### config.mk
export PLATFORM = sky130hd
export DESIGN_NAME = hgsb_top
export DESIGN_NICKNAME = d
export VERILOG_FILES = /design/src/hgsb_pkg.sv /design/src/hgsb_port_parity.sv /design/src/hgsb_top.sv
export VERILOG_INCLUDE_DIRS = /design/src
export SDC_FILE = /design/constraint.sdc
export NUM_CORES = 1
export LEC_CHECK = 0
export BUFFER_PORTS_ARGS = -buffer_cell sky130_fd_sc_hd__clkbuf_2
export CAP_MARGIN = 20
export CORE_UTILIZATION = 23
export DETAILED_ROUTE_END_ITERATION = 12
export PLACE_DENSITY = 0.34
export SETUP_SLACK_MARGIN = 0.02
export SLEW_MARGIN = 25
export SYNTH_ARGS = -nofsm -noshare
export SYNTH_HDL_FRONTEND = slang
export SYNTH_SLANG_ARGS = --single-unit
### constraint.sdc
create_clock -name sys_clk_i -period 21.3 [get_ports sys_clk_i]
set_input_delay 1.065 -clock sys_clk_i [delete_from_list [all_inputs] [get_ports sys_clk_i]]
set_output_delay 1.065 -clock sys_clk_i [all_outputs]
set_load 0.02 [all_outputs]
### src/hgsb_defines.svh
`ifndef HGSB_DEFINES_SVH
`define HGSB_DEFINES_SVH

// Register offsets
`define HGSB_ADDR_REV 8'h03
`define HGSB_ADDR_STATUS 8'h04
`define HGSB_ADDR_PAR_HI 8'h05
`define HGSB_ADDR_PAR_LO 8'h06
`define HGSB_ADDR_WDOG 8'h07
`define HGSB_ADDR_I2C1 8'h08

// Reset values
`define HGSB_RST_STATUS 8'hC0
`define HGSB_RST_PAR_HI 8'h01
`define HGSB_RST_PAR_LO 8'h00
`define HGSB_RST_WDOG 8'hFE
`define HGSB_RST_I2C1 8'h1C

// Field positions
`define HGSB_ST_CKSUM_BIT 7
`define HGSB_ST_DONE_BIT 6
`define HGSB_ST_REFOK_BIT 4
`define HGSB_WD_CNT_HI 7
`define HGSB_WD_CNT_LO 1
`define HGSB_WD_OFF_BIT 0
`define HGSB_I2C_LOCK_BIT 7
`define HGSB_I2C_HOLD_HI 6
`define HGSB_I2C_HOLD_LO 4
`define HGSB_I2C_FILT_HI 3
`define HGSB_I2C_FILT_LO 0

// Timing
`define HGSB_CLK_PERIOD_NS 10
`define HGSB_WDOG_STEP_NS 2000000
`define HGSB_HOLD_UNIT_NS 50
`define HGSB_FILT_UNIT_NS 5
`define HGSB_REF_WINDOW_NS 1000
`define HGSB_REF_MIN_MHZ 12
`define HGSB_REF_MAX_MHZ 64

`endif

### src/hgsb_pkg.sv
package hgsb_pkg;

	typedef struct packed {
		logic valid;
		logic write;
		logic remote;
		logic target;
		logic [7:0] addr;
		logic [7:0] data;
	} hgsb_req_t;

	typedef struct packed {
		logic valid;
		logic rejected;
		logic [7:0] data;
	} hgsb_resp_t;

	typedef enum logic [0:0] {
		HGSB_ST_READY = 1'b0,
		HGSB_ST_LOAD = 1'b1
	} hgsb_init_state_t;

endpackage

### src/hgsb_port_parity.sv
`timescale 1ns/1ps
module hgsb_port_parity #(
	parameter int WIDTH = 16
) (
	input wire logic sys_clk_i,
	input wire logic rst_n_i,
	input wire logic err_i,
	input wire logic check_en_i,
	input wire logic clr_i,
	input wire logic [WIDTH-1:0] limit_i,
	output logic flag_o,
	output logic [WIDTH-1:0] count_o
);
	import hgsb_pkg::*;

	logic hit;

	// Saturate so a long error burst cannot wrap below the limit
	always_ff @(posedge sys_clk_i or negedge rst_n_i) begin
		if (!rst_n_i) begin
			count_o <= '0;
		end else if (clr_i) begin
			count_o <= '0;
		end else if (err_i && check_en_i && (count_o != '1)) begin
			count_o <= count_o + 1'b1;
		end
	end

	assign hit = (count_o >= limit_i);

	// Set wins over the clear
	always_ff @(posedge sys_clk_i or negedge rst_n_i) begin
		if (!rst_n_i) begin
			flag_o <= 1'b0;
		end else if (hit) begin
			flag_o <= 1'b1;
		end else if (clr_i) begin
			flag_o <= 1'b0;
		end
	end
endmodule // hgsb_port_parity

### src/hgsb_top.sv
// How it works
// - Revision register: revision code high nibble, mask code low.
// - Status bit 7 shows fuse checksum valid after load.
// - Status bit 6 set when initialization and fuse load finish.
// - Status bit 4 high for 12 to 64 reference edges seen per microsecond; references above half the clock alias.
// - Parity limit is high byte over low byte, sixteen bits.
// - Port flag sets when its error count reaches the limit.
// - Control-channel transaction aborted when watchdog times out.
// - Timeout equals bits 7:1 times two milliseconds.
// - Watchdog bit 0 high stops the watchdog; low runs it.
// - Lockout bit 7 rejects remote writes to these registers.
// - Lockout never blocks remote accesses forwarded to hub targets.
// - SDA input held by bits 6:4 times fifty nanoseconds.
// - Glitches up to bits 3:0 times five nanoseconds rejected.
// - Parity errors counted only while the check enable is set.
// - Fuse reload clears init-done until the reload completes.
`timescale 1ns/1ps
`include "hgsb_defines.svh"
module hgsb_top #(
	parameter int PORTS = 4,
	parameter int PAR_WIDTH = 16,
	parameter int WDOG_STEP_CYCLES = `HGSB_WDOG_STEP_NS / `HGSB_CLK_PERIOD_NS,
	parameter logic [3:0] SILICON_REV = 4'h9, // arbitrary value
	parameter logic [3:0] MASK_LEVEL = 4'h0 // arbitrary value
) (
	input wire logic sys_clk_i,
	input wire logic resetn_i,
	input wire hgsb_pkg::hgsb_req_t req_i,
	output hgsb_pkg::hgsb_resp_t resp_o,
	output hgsb_pkg::hgsb_req_t fwd_o,
	input wire logic fuse_reload_request_i,
	input wire logic fuse_done_i,
	input wire logic fuse_checksum_ok_i,
	output logic fuse_load_o,
	input wire logic external_ref_clock_i,
	input wire logic parity_check_en_i,
	input wire logic [PORTS-1:0] par_err_i,
	input wire logic [PORTS-1:0] par_flag_clr_i,
	output logic [PORTS-1:0] par_flag_o,
	input wire logic cc_busy_i,
	output logic cc_abort_o,
	input wire logic scl_i,
	input wire logic sda_i,
	output logic scl_filt_o,
	output logic sda_filt_o
);
	import hgsb_pkg::*;

	localparam int HOLD_UNIT_CYC = (`HGSB_HOLD_UNIT_NS +
		`HGSB_CLK_PERIOD_NS - 1) / `HGSB_CLK_PERIOD_NS;
	localparam int HOLD_TAPS = 7 * HOLD_UNIT_CYC;
	localparam int REF_WIN_CYC = `HGSB_REF_WINDOW_NS / `HGSB_CLK_PERIOD_NS;
	localparam int REF_MIN_EDGES = `HGSB_REF_MIN_MHZ * `HGSB_REF_WINDOW_NS
		/ 1000;
	localparam int REF_MAX_EDGES = `HGSB_REF_MAX_MHZ * `HGSB_REF_WINDOW_NS
		/ 1000;

	logic rst_meta;
	logic rst_n;
	logic [7:0] par_hi;
	logic [7:0] par_lo;
	logic [7:0] wdog;
	logic [7:0] i2c1;
	logic fuse_checksum_ok;
	logic init_done;
	logic ext_clock_freq_ok;
	hgsb_init_state_t state;
	logic [PAR_WIDTH-1:0] parity_limit;
	logic lock;
	logic wr_ok;
	logic wr_reject;
	logic [7:0] next_rdata;
	logic [31:0] wd_cnt;
	logic [31:0] wd_limit;
	logic wd_fired;
	logic ref_prev;
	logic [7:0] ref_edges;
	logic [7:0] ref_win;
	logic [3:0] filt_lim;
	logic [1:0] line_in;
	logic [1:0] filt_q;
	logic [HOLD_TAPS-1:0] sda_dly;
	logic [5:0] hold_idx;

	// Reset release through two flops
	always_ff @(posedge sys_clk_i or negedge resetn_i) begin
		if (!resetn_i) begin
			rst_meta <= 1'b0;
			rst_n <= 1'b0;
		end else begin
			rst_meta <= 1'b1;
			rst_n <= rst_meta;
		end
	end

	assign parity_limit = {par_hi, par_lo};
	assign lock = i2c1[`HGSB_I2C_LOCK_BIT];
	assign wr_ok = req_i.valid && req_i.write && !req_i.target &&
		!(req_i.remote && lock);
	assign wr_reject = req_i.valid && req_i.write && !req_i.target &&
		req_i.remote && lock;

	// Writable configuration
	always_ff @(posedge sys_clk_i or negedge rst_n) begin
		if (!rst_n) begin
			par_hi <= `HGSB_RST_PAR_HI;
			par_lo <= `HGSB_RST_PAR_LO;
			wdog <= `HGSB_RST_WDOG;
			i2c1 <= `HGSB_RST_I2C1;
		end else if (wr_ok) begin
			if (req_i.addr == `HGSB_ADDR_PAR_HI) begin
				par_hi <= req_i.data;
			end else if (req_i.addr == `HGSB_ADDR_PAR_LO) begin
				par_lo <= req_i.data;
			end else if (req_i.addr == `HGSB_ADDR_WDOG) begin
				wdog <= req_i.data;
			end else if (req_i.addr == `HGSB_ADDR_I2C1) begin
				i2c1 <= req_i.data;
			end
		end
	end

	// Read mux; unmapped offsets read zero
	always_comb begin
		next_rdata = 8'h00;
		if (req_i.addr == `HGSB_ADDR_REV) begin
			next_rdata = {SILICON_REV, MASK_LEVEL};
		end else if (req_i.addr == `HGSB_ADDR_STATUS) begin
			next_rdata[`HGSB_ST_CKSUM_BIT] = fuse_checksum_ok;
			next_rdata[`HGSB_ST_DONE_BIT] = init_done;
			next_rdata[`HGSB_ST_REFOK_BIT] = ext_clock_freq_ok;
		end else if (req_i.addr == `HGSB_ADDR_PAR_HI) begin
			next_rdata = par_hi;
		end else if (req_i.addr == `HGSB_ADDR_PAR_LO) begin
			next_rdata = par_lo;
		end else if (req_i.addr == `HGSB_ADDR_WDOG) begin
			next_rdata = wdog;
		end else if (req_i.addr == `HGSB_ADDR_I2C1) begin
			next_rdata = i2c1;
		end
	end

	// Answer one cycle after each local register request
	always_ff @(posedge sys_clk_i or negedge rst_n) begin
		if (!rst_n) begin
			resp_o <= '0;
		end else begin
			resp_o.valid <= req_i.valid && !req_i.target;
			resp_o.rejected <= wr_reject;
			resp_o.data <= (req_i.valid && !req_i.write && !req_i.target) ?
				next_rdata : 8'h00;
		end
	end

	// Target accesses pass regardless of lockout
	always_ff @(posedge sys_clk_i or negedge rst_n) begin
		if (!rst_n) begin
			fwd_o <= '0;
		end else if (req_i.valid && req_i.target) begin
			fwd_o <= req_i;
		end else begin
			fwd_o.valid <= 1'b0;
		end
	end

	// Fuse load sequencing; status shows loaded at release
	always_ff @(posedge sys_clk_i or negedge rst_n) begin
		if (!rst_n) begin
			state <= HGSB_ST_READY;
			fuse_load_o <= 1'b0;
			init_done <= 1'(`HGSB_RST_STATUS >> `HGSB_ST_DONE_BIT);
			fuse_checksum_ok <= 1'(`HGSB_RST_STATUS >> `HGSB_ST_CKSUM_BIT);
		end else begin
			case (state)
				HGSB_ST_READY: begin
					if (fuse_reload_request_i) begin
						state <= HGSB_ST_LOAD;
						fuse_load_o <= 1'b1;
						init_done <= 1'b0;
					end
				end
				HGSB_ST_LOAD: begin
					if (fuse_done_i) begin
						state <= HGSB_ST_READY;
						fuse_load_o <= 1'b0;
						init_done <= 1'b1;
						fuse_checksum_ok <= fuse_checksum_ok_i;
					end
				end
				default: begin
					state <= HGSB_ST_READY;
					fuse_load_o <= 1'b0;
				end
			endcase
		end
	end

	// Edge count over a fixed window; aliases above half the clock
	always_ff @(posedge sys_clk_i or negedge rst_n) begin
		if (!rst_n) begin
			ref_prev <= 1'b0;
			ref_edges <= 8'h00;
			ref_win <= 8'h00;
			ext_clock_freq_ok <= 1'b0;
		end else begin
			ref_prev <= external_ref_clock_i;
			if (ref_win == 8'(REF_WIN_CYC - 1)) begin
				ref_win <= 8'h00;
				ref_edges <= 8'h00;
				ext_clock_freq_ok <= (ref_edges >= 8'(REF_MIN_EDGES)) &&
					(ref_edges <= 8'(REF_MAX_EDGES));
			end else begin
				ref_win <= ref_win + 8'h01;
				if (external_ref_clock_i && !ref_prev) begin
					ref_edges <= ref_edges + 8'h01;
				end
			end
		end
	end

	assign wd_limit = 32'(wdog[`HGSB_WD_CNT_HI:`HGSB_WD_CNT_LO]) *
		32'(WDOG_STEP_CYCLES);

	// Fires once per transaction; zero timeout fires only after the 32-bit count wraps
	always_ff @(posedge sys_clk_i or negedge rst_n) begin
		if (!rst_n) begin
			wd_cnt <= 32'h0000_0000;
			wd_fired <= 1'b0;
			cc_abort_o <= 1'b0;
		end else begin
			cc_abort_o <= 1'b0;
			if (!cc_busy_i || wdog[`HGSB_WD_OFF_BIT]) begin
				wd_cnt <= 32'h0000_0000;
				wd_fired <= 1'b0;
			end else if (!wd_fired) begin
				wd_cnt <= wd_cnt + 32'h0000_0001;
				if (wd_cnt + 32'h0000_0001 == wd_limit) begin
					cc_abort_o <= 1'b1;
					wd_fired <= 1'b1;
				end
			end
		end
	end

	assign filt_lim = 4'((32'(i2c1[`HGSB_I2C_FILT_HI:`HGSB_I2C_FILT_LO]) *
		`HGSB_FILT_UNIT_NS + `HGSB_CLK_PERIOD_NS - 1) /
		`HGSB_CLK_PERIOD_NS);
	assign line_in = {sda_i, scl_i};

	// Glitch filter on each I2C input line
	genvar li;
	generate
		for (li = 0; li < 2; li++) begin : g_filt
			logic [3:0] cnt;
			always_ff @(posedge sys_clk_i or negedge rst_n) begin
				if (!rst_n) begin
					cnt <= 4'h0;
					filt_q[li] <= 1'b1;
				end else if (line_in[li] == filt_q[li]) begin
					cnt <= 4'h0;
				end else if (cnt >= filt_lim) begin
					cnt <= 4'h0;
					filt_q[li] <= line_in[li];
				end else begin
					cnt <= cnt + 4'h1;
				end
			end
		end
	endgenerate

	assign hold_idx = 6'(32'(i2c1[`HGSB_I2C_HOLD_HI:`HGSB_I2C_HOLD_LO]) *
		HOLD_UNIT_CYC);

	// Delayed SDA gives hold time against SCL
	always_ff @(posedge sys_clk_i or negedge rst_n) begin
		if (!rst_n) begin
			sda_dly <= '1;
			scl_filt_o <= 1'b1;
			sda_filt_o <= 1'b1;
		end else begin
			sda_dly <= {sda_dly[HOLD_TAPS-2:0], filt_q[1]};
			scl_filt_o <= filt_q[0];
			sda_filt_o <= (hold_idx == 6'h00) ? filt_q[1] :
				sda_dly[hold_idx - 6'h01];
		end
	end

	genvar pi;
	generate
		for (pi = 0; pi < PORTS; pi++) begin : g_port
			hgsb_port_parity #(
				.WIDTH(PAR_WIDTH)
			) u_par (
				.sys_clk_i(sys_clk_i),
				.rst_n_i(rst_n),
				.err_i(par_err_i[pi]),
				.check_en_i(parity_check_en_i),
				.clr_i(par_flag_clr_i[pi]),
				.limit_i(parity_limit),
				.flag_o(par_flag_o[pi]),
				.count_o()
			);
		end
	endgenerate
endmodule // hgsb_top

==> After elaboration in Yosys (flattened, before gate mapping) <==
Index checks and enable logic that the tools add are counted.
{ "totals": {"regBits": 235, "inputBits": 38, "out_inout_bits": 38, "word_cells": 186} }
{ "op_classes": {"add_sub_neg": 12, "n_mul": 3, "div": 1, "n_lt_le_gt_ge": 9, "eq_ne": 17, "mux": 53, "bitwise_logic": 6, "reduce_logical": 44} }
{ "ops": {"columns": ["cell", "count"], "rows": [
  ["16-bit 2-to-1 mux", 8],
  ["8-bit 2-to-1 mux", 9],
  ["16-bit by 1-bit adder with 16-bit output, second input constant", 4],
  ["16-bit >= comparator", 4],
  ["32-bit 2-to-1 mux", 2],
  ["16-bit inequality test, second input constant", 4],
  ["32-bit by 1-bit adder with 32-bit output, second input constant", 1],
  ["32-bit by 4-bit divider with 32-bit output, second input constant", 1],
  ["32-bit by 25-bit == test with 1-bit output", 1],
  ["8-bit by 3-bit == test with 1-bit output, second input constant", 4],
  ["1-bit 2-to-1 mux", 24],
  ["1-bit logical AND", 20],
  ["4-bit 2-to-1 mux", 5],
  ["7-bit by 12-bit multiplier with 19-bit output, second input constant", 1],
  ["2-bit nonzero test", 9],
  ["8-bit by 1-bit adder with 8-bit output, second input constant", 2],
  ["2-bit AND reduction", 5],
  ["8-bit by 1-bit subtractor with 9-bit output, second input constant", 1],
  ["4-bit by 1-bit adder with 4-bit output, second input constant", 2],
  ["7-bit by 4-bit adder with 8-bit output, second input constant", 1],
  ["8-bit by 2-bit == test with 1-bit output, second input constant", 1],
  ["8-bit by 4-bit == test with 1-bit output, second input constant", 1],
  ["8-bit by 7-bit == test with 1-bit output, second input constant", 1],
  ["4-bit >= comparator", 2],
  ["19 further kinds", 32]
]} }

==> Longest topological paths before layout <==
Gate-level depths: netlist of the first run.
{ "depth": {"word_depth": 8, "ltp_mapped": 24, "mapped_depth_nobuf": 23} }

==> By module <==
A second synthesis of the first run with hierarchy kept.
{ "hier_totals": {"cells_unflattened": 1578, "area_unflattened_um2": 15626.2} }
{ "by_module_without_submodules": {"columns": ["module", "instances", "cells_per_inst", "area_per_inst_um2", "seq_area_each_um2"], "rows": [
  ["hgsb_top", 1, 938, 10040.9, 4244.1],
  ["hgsb_port_parity", 4, 160, 1396.3, 425.4]
]} }

==> Worst setup path before layout of the first run <==
OpenSTA, ideal clock, no wires.
{ "synth_path": {"path_kind": "register to register", "startpoint": "reg i2c1[0]", "endpoint": "reg filt_q[0]", "setup_ns": 0.082, "arrival_ns": 5.078, "t_required_ns": 21.218, "slack_ns": 16.140, "stages_incl_launch_ff": 23, "path_buffers": 1, "period_less_slack_ns": 5.160, "cell_sequence": "dfrtp_1 ha_1 fa_1 ha_1 clkbuf_1 a31oi_1 xnor2_1 nor2_1 inv_1 ha_1 nand2b_1 o21ai_0 maj3_1 nand2_1 mux2i_1 mux2i_1 o2111ai_1 ha_1 nand2b_1 a21o_1 a21o_1 a21oi_1 mux2_2"} }
{ "synth_via": {"elab_chain_len": 6} }
{ "synth_lines": {"columns": ["item", "line", "source"], "rows": [
  ["start, declared", "hgsb_top.sv:63", "logic [7:0] i2c1;"],
  ["start signal, assigned", "hgsb_top.sv:109", "i2c1 <= `HGSB_RST_I2C1;"],
  ["start signal, assigned", "hgsb_top.sv:118", "i2c1 <= req_i.data;"],
  ["4-bit by 3-bit multiplier with 7-bit output (no line)", null, null],
  ["7-bit by 4-bit adder with 8-bit output (no line)", null, null],
  ["8-bit by 1-bit subtractor with 9-bit output", "hgsb_top.sv:245", "assign filt_lim = 4'((32'(i2c1[`HGSB_I2C_FILT_HI:`HGSB_I2C_FILT_LO]) *"],
  ["32-bit by 4-bit divider with 32-bit output (no line)", null, null],
  ["4-bit >= comparator", "hgsb_top.sv:261", "end else if (cnt >= filt_lim) begin"],
  ["2-bit AND reduction (no line)", null, null],
  ["end signal, assigned by index", "hgsb_top.sv:263", "filt_q[li] <= line_in[li];"],
  ["end, declared", "hgsb_top.sv:81", "logic [1:0] filt_q;"]
]} }
Every way passes these cells.
A chain may end at the register's enable or synchronous reset.

==> Final worst setup path of the first run <==
{ "layout_path": {"startpoint": "reg i2c1[0]", "endpoint": "reg filt_q[1]"} }
Same word-level chain as after synthesis.

==> out/qor.log, run 1 <==
INFO  status         run_status=completed
INFO  cells_and_area diodes=0
INFO  timing         fin_tns_setup=0ns
INFO  floorplan      top_level_ports=76
INFO  setup_path     timing.setup.critical_path_class=flop to flop
INFO  floorplan      chipWidth=253.7um
INFO  timing         min_period_over_period=0.3006
INFO  route          drt.antenna.violating_nets=0
INFO  placement      detailedPlacementHpwl=28.78mm
INFO  power          power.combinational.fraction=0.093
INFO  timing         max_slew_margin=0.3549
INFO  clock_tree     numCtsBuffers=31
INFO  setup_path     cp.required=21.82ns
INFO  global_route   grt_antenna_before_repair=1
INFO  timing         setup_repair_after_global_routing_missed_its_margin=false
INFO  timing         fin_crit=6.403ns
INFO  synth          post_synth_edffs=0
INFO  floorplan      die_area=64360um^2
INFO  power          irDropWorstVdd=0.06114mV
INFO  power          total_leakage_power=7.886nW
INFO  timing         finalWorstSetupSlack=14.90ns
INFO  clock_tree     max-clock-path-buffers=3
INFO  clock_tree     cts_tree=done
INFO  timing         finalHoldViolCount=0
INFO  setup_path     crit_chain=ha_1 -> fa_1 -> ha_1 -> a41o_1 -> a21oi_1 -> clkinv_1 -> ha_1 -> nand2b_1 -> o21ai_0 -> maj3_1 -> nand2_1 -> mux2i_1 -> mux2i_1 -> o2111ai_1 -> ha_1 -> nand2b_1 -> a21o_1 -> a21o_1 -> a21oi_1 -> mux2_2
INFO  placement      gp_routability_congestion=0.7740
INFO  route          post-route-drc-count=0
INFO  global_route   grt-ovfl-total=0
INFO  synth          share_of_flip_flops_with_an_asynchronous_set_or_reset_after_synthesis=1.000
INFO  route          drt-pass1-iter-count=5
INFO  clock_tree     postCtsSetupBuffers=0
INFO  synth          post_synthesis_instance_total=1454
INFO  setup_path     critical_path_arrival=6.92ns
INFO  clock_tree     clock_sink_count=235
INFO  power          cell_internal_pwr=852.8uW
INFO  clock_tree     post_cts.resized_instances=0
INFO  floorplan      floorplan.initialDensity=0.2344
INFO  synth          synth_cell_type_count=76
INFO  cells_and_area drive_above_1_share=0.1572
INFO  global_route   grt_usage=0.1269
INFO  clock_tree     cts.hold.buffers_added=0
INFO  timing         final-max-slew-violation-count=0
INFO  global_route   grt_pass1_vias=10830
INFO  synth          mappedNetlistArea=14570um^2
INFO  power          p_clk_frac=0.480
INFO  floorplan      rows=91
INFO  timing         timing.clock.skew=0.01591ns
INFO  synth          synth_most_common_cell=sky130_fd_sc_hd__dfrtp_1
INFO  cells_and_area final_nets=1714
INFO  synth          synth_sequential_area_ratio=0.4080
INFO  floorplan      core_area=62170um^2
INFO  timing         fmax=156.2MHz
INFO  power          pwr-share-seq=0.427
INFO  setup_path     cp_startpoint_kind=flop
INFO  clock_tree     htree_num_levels=1
INFO  clock_tree     cts-root-buf=sky130_fd_sc_hd__clkbuf_16
INFO  global_route   wire_length_of_the_first_global_routing_pass=63.64mm
INFO  cells_and_area postLayoutCellArea=16850um^2
INFO  route          wl_per_cell=16.71um
INFO  clock_tree     clock_insertion_delay_worst_skew=0.60ns
INFO  route          route.vias.total=10620
INFO  timing         setup_viol_count_final=0
INFO  route          detail_route.vias_per_cell=4.455
INFO  synth          synthesis.nets=1647
INFO  cells_and_area flow.area_growth_from_synthesis=15.67%
INFO  setup_path     cpPeakStageDelay=0.77ns
INFO  synth          cell_types_with_the_largest_area_share_after_synthesis=sky130_fd_sc_hd__dfrtp_1, sky130_fd_sc_hd__ha_1, sky130_fd_sc_hd__dfstp_2
INFO  setup_path     crit_path_top_delay_cell=sky130_fd_sc_hd__a21oi_1
INFO  setup_path     family_with_the_most_delay_on_the_worst_path=adder cells
INFO  worst_hold_path worstHoldPathType=input pin to async pin
INFO  setup_path     path_max_fanout=12
INFO  setup_path     cpMostUsedCell=sky130_fd_sc_hd__ha_1
INFO  placement      placed_inst_area=15780um^2
INFO  synth          syn_avg_cell_area=10.02um^2
INFO  timing         tightestPinTransition=0.9677ns
INFO  synth          netlist.top_cell.by_area=sky130_fd_sc_hd__dfrtp_1
INFO  synth          synth.top_cell.area_share=0.3143
INFO  placement      port_buffers=75
INFO  global_route   grt_max_degree=66
INFO  synth          yosysWarnings=0
INFO  power          cellPowerDensity=68.33nW/um^2
INFO  synth          number_of_synthesized_register_bits=235
INFO  floorplan      die-height=253.7um
INFO  setup_path     setup.worst_path.end_class=flop
INFO  route          finalWirelength=39.82mm
INFO  clock_tree     clk_transition_reported_paths=0.06ns
INFO  flow_run       max_cap_violations=0
INFO  power          power.share.switching=0.2595
INFO  setup_path     worstPathBufferInverterCount=1
INFO  synth          post_synth_most_frequent_cells=sky130_fd_sc_hd__dfrtp_1, sky130_fd_sc_hd__nor2_1, sky130_fd_sc_hd__ha_1
INFO  synth          ys.flop_type=sky130_fd_sc_hd__dfrtp_1
INFO  power          power.switching=298.9uW
INFO  placement      placement.setup.worst_slack=14.94ns
INFO  route          dr.first_iter.drc_count=408
## layout by cell type, fill, tap and decap left out, types with 5 or more instances in the layout
| cell | instances |
|---|---|
| sky130_fd_sc_hd__a211oi_1 | 9 |
| sky130_fd_sc_hd__a21o_1 | 41 |
| sky130_fd_sc_hd__a21oi_1 | 51 |
| sky130_fd_sc_hd__a221oi_1 | 17 |
| sky130_fd_sc_hd__a31oi_1 | 13 |
| sky130_fd_sc_hd__and2_1 | 7 |
| sky130_fd_sc_hd__and3_1 | 22 |
| sky130_fd_sc_hd__and4_1 | 13 |
| sky130_fd_sc_hd__buf_4 | 8 |
| sky130_fd_sc_hd__clkbuf_1 | 10 |
| sky130_fd_sc_hd__clkbuf_16 | 31 |
| sky130_fd_sc_hd__clkbuf_2 | 75 |
| sky130_fd_sc_hd__clkbuf_8 | 6 |
| sky130_fd_sc_hd__dfrtp_1 | 182 |
| sky130_fd_sc_hd__dfstp_2 | 52 |
| sky130_fd_sc_hd__fa_1 | 8 |
| sky130_fd_sc_hd__ha_1 | 147 |
| sky130_fd_sc_hd__inv_1 | 73 |
| sky130_fd_sc_hd__mux2_2 | 38 |
| sky130_fd_sc_hd__mux2i_1 | 21 |
| sky130_fd_sc_hd__mux4_2 | 8 |
| sky130_fd_sc_hd__nand2_1 | 111 |
| sky130_fd_sc_hd__nand2b_1 | 13 |
| sky130_fd_sc_hd__nand3_1 | 48 |
| sky130_fd_sc_hd__nand4_1 | 26 |
| sky130_fd_sc_hd__nor2_1 | 164 |
| sky130_fd_sc_hd__nor2b_1 | 8 |
| sky130_fd_sc_hd__nor3_1 | 23 |
| sky130_fd_sc_hd__nor4_1 | 11 |
| sky130_fd_sc_hd__o2111ai_1 | 5 |
| sky130_fd_sc_hd__o21ai_0 | 58 |
| sky130_fd_sc_hd__or3_1 | 19 |
| sky130_fd_sc_hd__xnor2_1 | 74 |
| sky130_fd_sc_hd__xor2_1 | 72 |
## metrics by stage
stage	total power [mW]	instances	utilization	hold WS (ns)
final	1.152	2383	0.2711	0.2521
after CTS	1.183	2383	0.2711	0.1978
after global routing	1.210	2383	0.2711	0.2079
after global placement	0.6089	2325	0.2539	0.3326
after floorplan	0.5691	1454	-	0.3312
after detailed placement	0.6096	2325	0.2539	0.3373
## worst register-to-register path: cells and delay by family (launching register included)
family	cells	cell delay [ns]
mux	3	0.85
fa+ha+maj	6	2.06
compound gates	7	2.07
buf+inv	1	0.51
simple gates	3	0.42
flops	1	0.43
## per-layer routing
| metal | up-vias | routed length (um) | global-route usage |
|---|---|---|---|
| met5 | - | 0 | 0 |
| met4 | 0 | 766 | 0.02702 |
| met3 | 39 | 1082 | 0.01813 |
| met2 | 115 | 17920 | 0.2047 |
| met1 | 5188 | 20050 | 0.1789 |
| li1 | 5275 | - | - |
## power groups by stage
stage | combinational (mW) | sequential (mW) | clock, mW
floorplan | 0.0634 | 0.506 | 0
global placement | 0.110 | 0.499 | 0
detailed placement | 0.110 | 0.499 | 0
CTS | 0.111 | 0.492 | 0.580
global route | 0.122 | 0.495 | 0.593
finish | 0.107 | 0.491 | 0.553
## area by class of cell
| class | instances | area, um^2 |
|---|---|---|
| repair buffers | 83 | 435.4 |
| inverters | 74 | 277.8 |
| clock inverters | 11 | 175.2 |
| flip-flops and latches | 235 | 5949 |
| fillers | 6638 | 45310 |
| clock buffers | 47 | 895.9 |
| well taps | 837 | 1047 |
| multi-input cells | 1096 | 8074 |
## path summary, 6_finish.rpt
kind | from | endpoint | slack (ns) | depth (start not counted)
worst min-delay path | resetn_i | rst_meta | 0.25 | 1
worst max register to register | i2c1[0] | filt_q[1] | 14.90 | 20
max in group asynchronous | rst_n | par_lo[4] | 19.51 | 1
worst min register to register | rst_meta | rst_n | 0.35 | 0
min in group sys_clk_i | rst_meta | rst_n | 0.35 | 0
worst max-delay path | i2c1[0] | filt_q[1] | 14.90 | 20
## sequential cells by signal, indices dropped and copies added (netlist names), 2 cells and up
signal and flops:
par_hi 8, sda_dly 35, par_lo 8, g_port.u_par.flag_o 4
ref_edges 8, wd_cnt 32, wdog 8, resp_o 10
i2c1 8, filt_q 2, ref_win 8, g_port.u_par.count_o 64
g_filt.cnt 8, fwd_o 20
## logic make-up (layout without fill, tap and decap cells)
| logic type | Yosys count | after routing | share of synthesized area |
|---|---|---|---|
| adder cells (fa/ha/maj) | 156 | 156 | 0.1379 |
| AO/OA/AOI/OAI | 232 | 232 | 0.1042 |
| buffers and inverters | 123 | 215 | 0.03787 |
| AND/OR/NAND/NOR | 491 | 491 | 0.1636 |
| flip-flops | 235 | 235 | 0.4080 |
| other | 1 | 1 | 0.0002574 |
| multiplexers | 67 | 67 | 0.05616 |
| XOR/XNOR | 149 | 149 | 0.09205 |
(Power assumes the default switching activity.)
==> run 2, diff against run 1 <==
--- a/config.mk
+++ b/config.mk
@@ -10,7 +10,7 @@
 export CAP_MARGIN = 20
 export CORE_UTILIZATION = 23
 export DETAILED_ROUTE_END_ITERATION = 12
-export PLACE_DENSITY = 0.34
+export PLACE_DENSITY = 0.35
 export SETUP_SLACK_MARGIN = 0.02
 export SLEW_MARGIN = 25
 export SYNTH_ARGS = -nofsm -noshare
==> constraint.sdc (replaced) <==
create_clock -name sys_clk_i -period 5.5 [get_ports sys_clk_i]
set_input_delay 0.275 -clock sys_clk_i [delete_from_list [all_inputs] [get_ports sys_clk_i]]
set_output_delay 0.275 -clock sys_clk_i [all_outputs]
set_load 0.02 [all_outputs]
==> out/qor.log, run 2 (synthesis gave the netlist of run 1 again) <==
INFO  floorplan      rows=91
INFO  placement      detailedPlacementHpwl=28.76mm
INFO  clock_tree     postCtsSetupBuffers=0
INFO  route          drt.antenna.violating_nets=0
INFO  global_route   grt_antenna_before_repair=1
INFO  cells_and_area registers_with_the_highest_flip_flop_counts=g_port.u_par.count_o: 64 flops, sda_dly: 35 flops, wd_cnt: 32 flops
INFO  cells_and_area final-instance-count-excl-fill=2403
INFO  timing         finalHoldViolCount=0
INFO  placement      port_buffers=75
INFO  clock_tree     clock_sink_count=235
INFO  timing         fin_crit=5.139ns
INFO  clock_tree     cts-root-buf=sky130_fd_sc_hd__clkbuf_16
INFO  placement      gp_routability_congestion=0.7436
INFO  setup_path     cp_startpoint_kind=flop
INFO  power          total_leakage_power=7.993nW
INFO  setup_path     path_max_fanout=8
INFO  cells_and_area largest_register_ff_count=64
INFO  timing         timing.clock.skew=0.01558ns
INFO  clock_tree     clock_insertion_delay_worst_skew=0.59ns
INFO  floorplan      die_area=64360um^2
INFO  route          wl_per_cell=16.51um
INFO  setup_path     setup.worst_path.end_class=flop
INFO  setup_path     timing.setup.critical_path_class=flop to flop
INFO  timing         fin_tns_setup=0ns
INFO  timing         max_slew_margin=0.3691
INFO  worst_hold_path hp-start=par_err_i[3]
INFO  cells_and_area diodes=0
INFO  cells_and_area final_cell_mix=sky130_fd_sc_hd__dfrtp_1, sky130_fd_sc_hd__nor2_1, sky130_fd_sc_hd__ha_1
INFO  route          drt-pass1-iter-count=5
INFO  power          cellPowerDensity=259.2nW/um^2
INFO  global_route   grt_usage=0.1260
INFO  global_route   grt_max_degree=110
INFO  clock_tree     clk_transition_reported_paths=0.06ns
INFO  worst_hold_path worstHoldPathType=input pin to flop
INFO  floorplan      floorplan.initialDensity=0.2344
INFO  route          finalWirelength=39.68mm
INFO  setup_path     crit_path_start=i2c1[0]
INFO  clock_tree     cts_tree=done
INFO  cells_and_area drive_above_1_share=0.1603
INFO  clock_tree     max-clock-path-buffers=3
INFO  timing         min_period_over_period=0.9344
INFO  power          irDropWorstVdd=0.2167mV
INFO  setup_path     r2r-start=i2c1[0]
INFO  cells_and_area flow.area_growth_from_synthesis=17.22%
INFO  floorplan      top_level_ports=76
INFO  timing         setup_repair_after_global_routing_missed_its_margin=false
INFO  setup_path     cp.required=6.01ns
INFO  clock_tree     numCtsBuffers=30
INFO  cells_and_area layout_commonest_cell=sky130_fd_sc_hd__dfrtp_1
INFO  power          totalPowerFinal=4.427mW
INFO  timing         tightestPinTransition=0.9432ns
INFO  floorplan      chipWidth=253.7um
INFO  status         run_status=completed
INFO  flow_run       max_cap_violations=0
INFO  route          detail_route.vias_per_cell=4.492
INFO  floorplan      die-height=253.7um
INFO  global_route   wire_length_of_the_first_global_routing_pass=63.66mm
INFO  route          post-route-drc-count=0
INFO  timing         fmax=194.6MHz
INFO  route          route.vias.total=10790
INFO  clock_tree     htree_num_levels=1
INFO  setup_path     critical_path_arrival=5.65ns
INFO  timing         final-max-slew-violation-count=0
INFO  floorplan      core_area=62170um^2
INFO  timing         setup_viol_count_final=0
INFO  global_route   grt_pass1_vias=10940
INFO  cells_and_area max_flop_register=g_port.u_par.count_o
INFO  placement      placed_cells_incl_taps=2328
INFO  route          dr.first_iter.drc_count=421
INFO  timing         finalHoldWorstSlack=0.03430ns
INFO  cells_and_area final_nets=1735
INFO  global_route   grt-ovfl-total=0
-- run 2: changes by cell type in the layout (fill, tap and decap cells not counted), moves of 2 or more --
cell,before,now
sky130_fd_sc_hd__clkbuf_1,10,8
sky130_fd_sc_hd__clkinv_4,0,4
sky130_fd_sc_hd__buf_4,8,10
sky130_fd_sc_hd__clkinvlp_4,2,0
sky130_fd_sc_hd__a21oi_2,0,2
sky130_fd_sc_hd__a21oi_1,51,49
sky130_fd_sc_hd__clkbuf_8,6,4
sky130_fd_sc_hd__dlygate4sd3_1,0,19
-- run 2: power breakdown --
part	internal (mW)	total, mW	switching, mW
clock	1.26	2.09	0.832
combinational	0.177	0.430	0.253
sequential	1.83	1.90	0.0749
-- run 2: what timing repair did --
action                                 CTS  global route
endpoints found under the hold margin   19             0
gates resized for setup                  0             6
hold buffers                            19             0
setup endpoints to repair                0            10
-- run 2: final timing paths --
| check | to | slack (ns) | cells past startpoint |
|---|---|---|---|
| setup reg to reg | filt_q[1] | 0.36 | 21 |
| max in group asynchronous | wd_cnt[21] | 3.61 | 1 |
| hold reg to reg | rst_n | 0.35 | 0 |
| min in group asynchronous | ref_win[5] | 0.42 | 0 |
| hold / removal | g_port[3].u_par.count_o[12] | 0.03 | 3 |
| setup / recovery | filt_q[1] | 0.36 | 21 |
-- run 2: routing by layer --
metal | vias to the layer above | GRT usage | wire (um)
met3 | 45 | 0.01721 | 1084
met4 | 0 | 0.02995 | 826
li1 | 5314 | - | -
met2 | 126 | 0.1999 | 18060
met1 | 5309 | 0.1796 | 19710
met5 | - | 0 | 0
-- run 2: critical path, cell delays in order, from the launching register on --
cell and delay [ns]:
sky130_fd_sc_hd__dfrtp_1 0.43, sky130_fd_sc_hd__ha_1 0.23, sky130_fd_sc_hd__fa_1 0.37, sky130_fd_sc_hd__ha_1 0.30, sky130_fd_sc_hd__buf_4 0.17, sky130_fd_sc_hd__a41o_1 0.24, sky130_fd_sc_hd__a21oi_1 0.21, sky130_fd_sc_hd__clkinv_1 0.12
sky130_fd_sc_hd__ha_2 0.35, sky130_fd_sc_hd__nand2b_1 0.19, sky130_fd_sc_hd__o21ai_1 0.19, sky130_fd_sc_hd__maj3_1 0.20, sky130_fd_sc_hd__nand2_1 0.08, sky130_fd_sc_hd__mux2i_2 0.24, sky130_fd_sc_hd__mux2i_1 0.24, sky130_fd_sc_hd__o2111ai_1 0.18
sky130_fd_sc_hd__ha_1 0.31, sky130_fd_sc_hd__nand2b_1 0.14, sky130_fd_sc_hd__a21o_1 0.18, sky130_fd_sc_hd__a21o_1 0.18, sky130_fd_sc_hd__a21oi_2 0.18, sky130_fd_sc_hd__mux2_2 0.35
-- run 2: layout make-up --
type	instances	area, um^2
Clock buffer	44	885.9
Clock inverter	12	165.2
Fill cell	6689	45090
Inverter	74	277.8
Multi-Input combinational cell	1096	8095
Sequential cell	235	5949
Tap cell	837	1047
Timing Repair Buffer	105	660.6
-- run 2: stage by stage --
step	area [um^2]	utilization	setup slack [ns]
after detailed placement	15820	0.2545	0.1226
after global routing	17080	0.2748	0.01841
final	17080	0.2748	0.3609
after CTS	17060	0.2744	0.08462
after floorplan	14570	-	0.3398
after global placement	15820	0.2545	0.1827
==> run 3, diff against run 2 <==
--- a/config.mk
+++ b/config.mk
@@ -6,11 +6,12 @@
 export SDC_FILE = /design/constraint.sdc
 export NUM_CORES = 1
 export LEC_CHECK = 0
-export BUFFER_PORTS_ARGS = -buffer_cell sky130_fd_sc_hd__clkbuf_2
+export BUFFER_PORTS_ARGS = -buffer_cell sky130_fd_sc_hd__buf_2
 export CAP_MARGIN = 20
+export CORE_MARGIN = 2
 export CORE_UTILIZATION = 23
 export DETAILED_ROUTE_END_ITERATION = 12
-export PLACE_DENSITY = 0.35
+export PLACE_DENSITY = 0.34
 export SETUP_SLACK_MARGIN = 0.02
 export SLEW_MARGIN = 25
 export SYNTH_ARGS = -nofsm -noshare
==> constraint.sdc (replaced) <==
create_clock -name sys_clk_i -period 5 [get_ports sys_clk_i]
set_input_delay 0.25 -clock sys_clk_i [delete_from_list [all_inputs] [get_ports sys_clk_i]]
set_output_delay 0.25 -clock sys_clk_i [all_outputs]
set_load 0.02 [all_outputs]
==> out/qor.log, run 3 (synthesis gave the netlist of run 1 again) <==
INFO  setup_path     cpPeakStageDelay=0.38ns
INFO  timing         max_slew_margin=0.4372
INFO  route          dr.first_iter.drc_count=455
INFO  clock_tree     htree_num_levels=1
INFO  cells_and_area layout_commonest_cell=sky130_fd_sc_hd__dfrtp_1
INFO  floorplan      rows=92
INFO  placement      gp_routability_congestion=0.7809
INFO  setup_path     setup.worst_path.end_class=flop
INFO  clock_tree     cts-root-buf=sky130_fd_sc_hd__clkbuf_16
INFO  cells_and_area flow.area_growth_from_synthesis=19.04%
INFO  timing         setup_repair_after_global_routing_missed_its_margin=false
INFO  power          power.switching=1.308mW
INFO  timing         final-max-slew-violation-count=0
INFO  timing         finalWorstSetupSlack=0.3302ns
INFO  timing         fin_crit=4.670ns
INFO  global_route   grt-ovfl-total=0
INFO  setup_path     timing.setup.critical_path_class=flop to flop
INFO  route          drt.antenna.violating_nets=0
INFO  route          wl_per_cell=16.60um
INFO  setup_path     crit_path_top_delay_cell=sky130_fd_sc_hd__dfrtp_1
INFO  setup_path     path_max_fanout=3
INFO  timing         tightestPinTransition=0.8406ns
INFO  worst_hold_path worstHoldPathType=input pin to flop
INFO  setup_path     worstPathBufferInverterCount=1
INFO  setup_path     crit_chain=ha_1 -> fa_2 -> ha_4 -> a31oi_4 -> xnor2_2 -> nor2_1 -> inv_1 -> ha_1 -> nand2b_1 -> o21ai_2 -> maj3_1 -> nand2_1 -> mux2i_2 -> mux2i_1 -> o2111ai_1 -> ha_1 -> nand2b_1 -> a21o_1 -> a21o_1 -> a21oi_2 -> mux2_2
INFO  cells_and_area max_flop_register=g_port.u_par.count_o
INFO  floorplan      die-height=255.7um
INFO  timing         setup_viol_count_final=0
INFO  route          detail_route.vias_per_cell=4.461
INFO  route          finalWirelength=40.40mm
INFO  setup_path     cp_startpoint_kind=flop
INFO  clock_tree     clk_transition_reported_paths=0.06ns
INFO  floorplan      core_area=62850um^2
INFO  timing         finalHoldWorstSlack=0.03752ns
INFO  cells_and_area final_nets=1755
INFO  setup_path     cpMostUsedCell=sky130_fd_sc_hd__ha_1
INFO  global_route   grt_usage=0.1238
INFO  timing         finalHoldViolCount=0
INFO  cells_and_area postLayoutCellArea=17350um^2
INFO  power          irDropWorstVdd=0.2653mV
INFO  setup_path     family_with_the_most_delay_on_the_worst_path=adder cells
INFO  timing         fin_tns_setup=0ns
INFO  timing         fmax=214.1MHz
INFO  clock_tree     numCtsBuffers=31
INFO  floorplan      chipWidth=255.7um
INFO  power          p_clk_frac=0.481
INFO  route          route.vias.total=10850
INFO  cells_and_area fillCellCount=6732
INFO  clock_tree     max-clock-path-buffers=3
INFO  cells_and_area largest_register_ff_count=64
INFO  route          drt-pass1-iter-count=4
INFO  global_route   grt_antenna_before_repair=1
INFO  placement      port_buffers=75
INFO  power          total_leakage_power=8.114nW
INFO  power          cellPowerDensity=286.7nW/um^2
INFO  route          post-route-drc-count=0
INFO  clock_tree     cts_tree=done
INFO  power          power.combinational.fraction=0.099
INFO  cells_and_area sequential_cell_area=5949um^2
INFO  placement      placement.setup.worst_slack=0.0001266ns
INFO  power          totalPowerFinal=4.973mW
INFO  timing         timing.clock.skew=0.01310ns
INFO  setup_path     critical_path_arrival=5.19ns
INFO  floorplan      die_area=65380um^2
INFO  cells_and_area final_cell_mix=sky130_fd_sc_hd__dfrtp_1, sky130_fd_sc_hd__nor2_1, sky130_fd_sc_hd__ha_1
INFO  power          pwr-share-seq=0.420
INFO  floorplan      top_level_ports=76
INFO  global_route   wire_length_of_the_first_global_routing_pass=64.89mm
INFO  placement      placed_inst_area=15920um^2
INFO  setup_path     cp.required=5.52ns
INFO  global_route   grt_max_degree=137
INFO  placement      detailedPlacementHpwl=29.19mm
INFO  cells_and_area registers_with_the_highest_flip_flop_counts=g_port.u_par.count_o: 64 flops, sda_dly: 35 flops, wd_cnt: 32 flops
INFO  clock_tree     clock_sink_count=235
INFO  timing         min_period_over_period=0.9340
INFO  clock_tree     clock_insertion_delay_worst_skew=0.60ns
INFO  floorplan      floorplan.initialDensity=0.2318
INFO  power          cell_internal_pwr=3.665mW
INFO  cells_and_area drive_above_1_share=0.1739
INFO  power          power.share.switching=0.2629
INFO  cells_and_area multi_input_logic_area=8145um^2
INFO  cells_and_area diodes=0
INFO  flow_run       max_cap_violations=0
INFO  status         run_status=completed
INFO  global_route   grt_pass1_vias=11090
run 3: power by group through the flow:
| stage | clock [mW] | sequential [mW] | combinational (mW) |
|---|---|---|---|
| floorplan | 0 | 2.15 | 0.271 |
| global placement | 0 | 2.12 | 0.480 |
| detailed placement | 0 | 2.12 | 0.481 |
| CTS | 2.50 | 2.09 | 0.501 |
| global route | 2.57 | 2.10 | 0.557 |
| finish | 2.39 | 2.09 | 0.492 |
run 3: stage by stage:
stage	utilization	cells
4_1_cts	0.2751	2432
2_1_floorplan	-	1454
3_3_place_gp	0.2533	2346
5_1_grt	0.2760	2433
3_5_place_dp	0.2533	2346
6_report	0.2760	2433
run 3: layout make-up:
| cell class | count | area share |
|---|---|---|
| Inverter | 74 | 0.01608 |
| Sequential cell | 235 | 0.3430 |
| Clock buffer | 42 | 0.05114 |
| Timing Repair Buffer | 124 | 0.04761 |
| Multi-Input combinational cell | 1096 | 0.4696 |
| Tap cell | 846 | 0.06102 |
| Clock inverter | 16 | 0.01161 |
run 3: path summary, 6_finish.rpt:
kind,depth (start not counted),from,slack (ns),end
setup / recovery,21,i2c1[0],0.33,filt_q[1]
hold / removal,2,par_flag_clr_i[1],0.04,g_port[1].u_par.count_o[0]
setup reg to reg,21,i2c1[0],0.33,filt_q[1]
hold reg to reg,0,rst_n,0.27,ref_prev
max in group asynchronous,1,rst_n,3.58,wd_cnt[18]
min in group asynchronous,0,rst_n,0.27,ref_prev
run 3: metal layers:
| layer | wire [um] | global-route usage | vias to the layer above |
|---|---|---|---|
| li1 | - | - | 5361 |
| met1 | 19960 | 0.1748 | 5310 |
| met2 | 18370 | 0.2002 | 135 |
| met3 | 1203 | 0.01723 | 47 |
| met4 | 862 | 0.02745 | 0 |
| met5 | 0 | 0 | - |
run 3: what timing repair did:
item,4_1_cts,5_1_grt
endpoints found under the hold margin,43,0
setup buffers,0,1
resized for setup,1,10
pin swaps,0,2
hold buffers,28,0
setup endpoints to repair,2,12
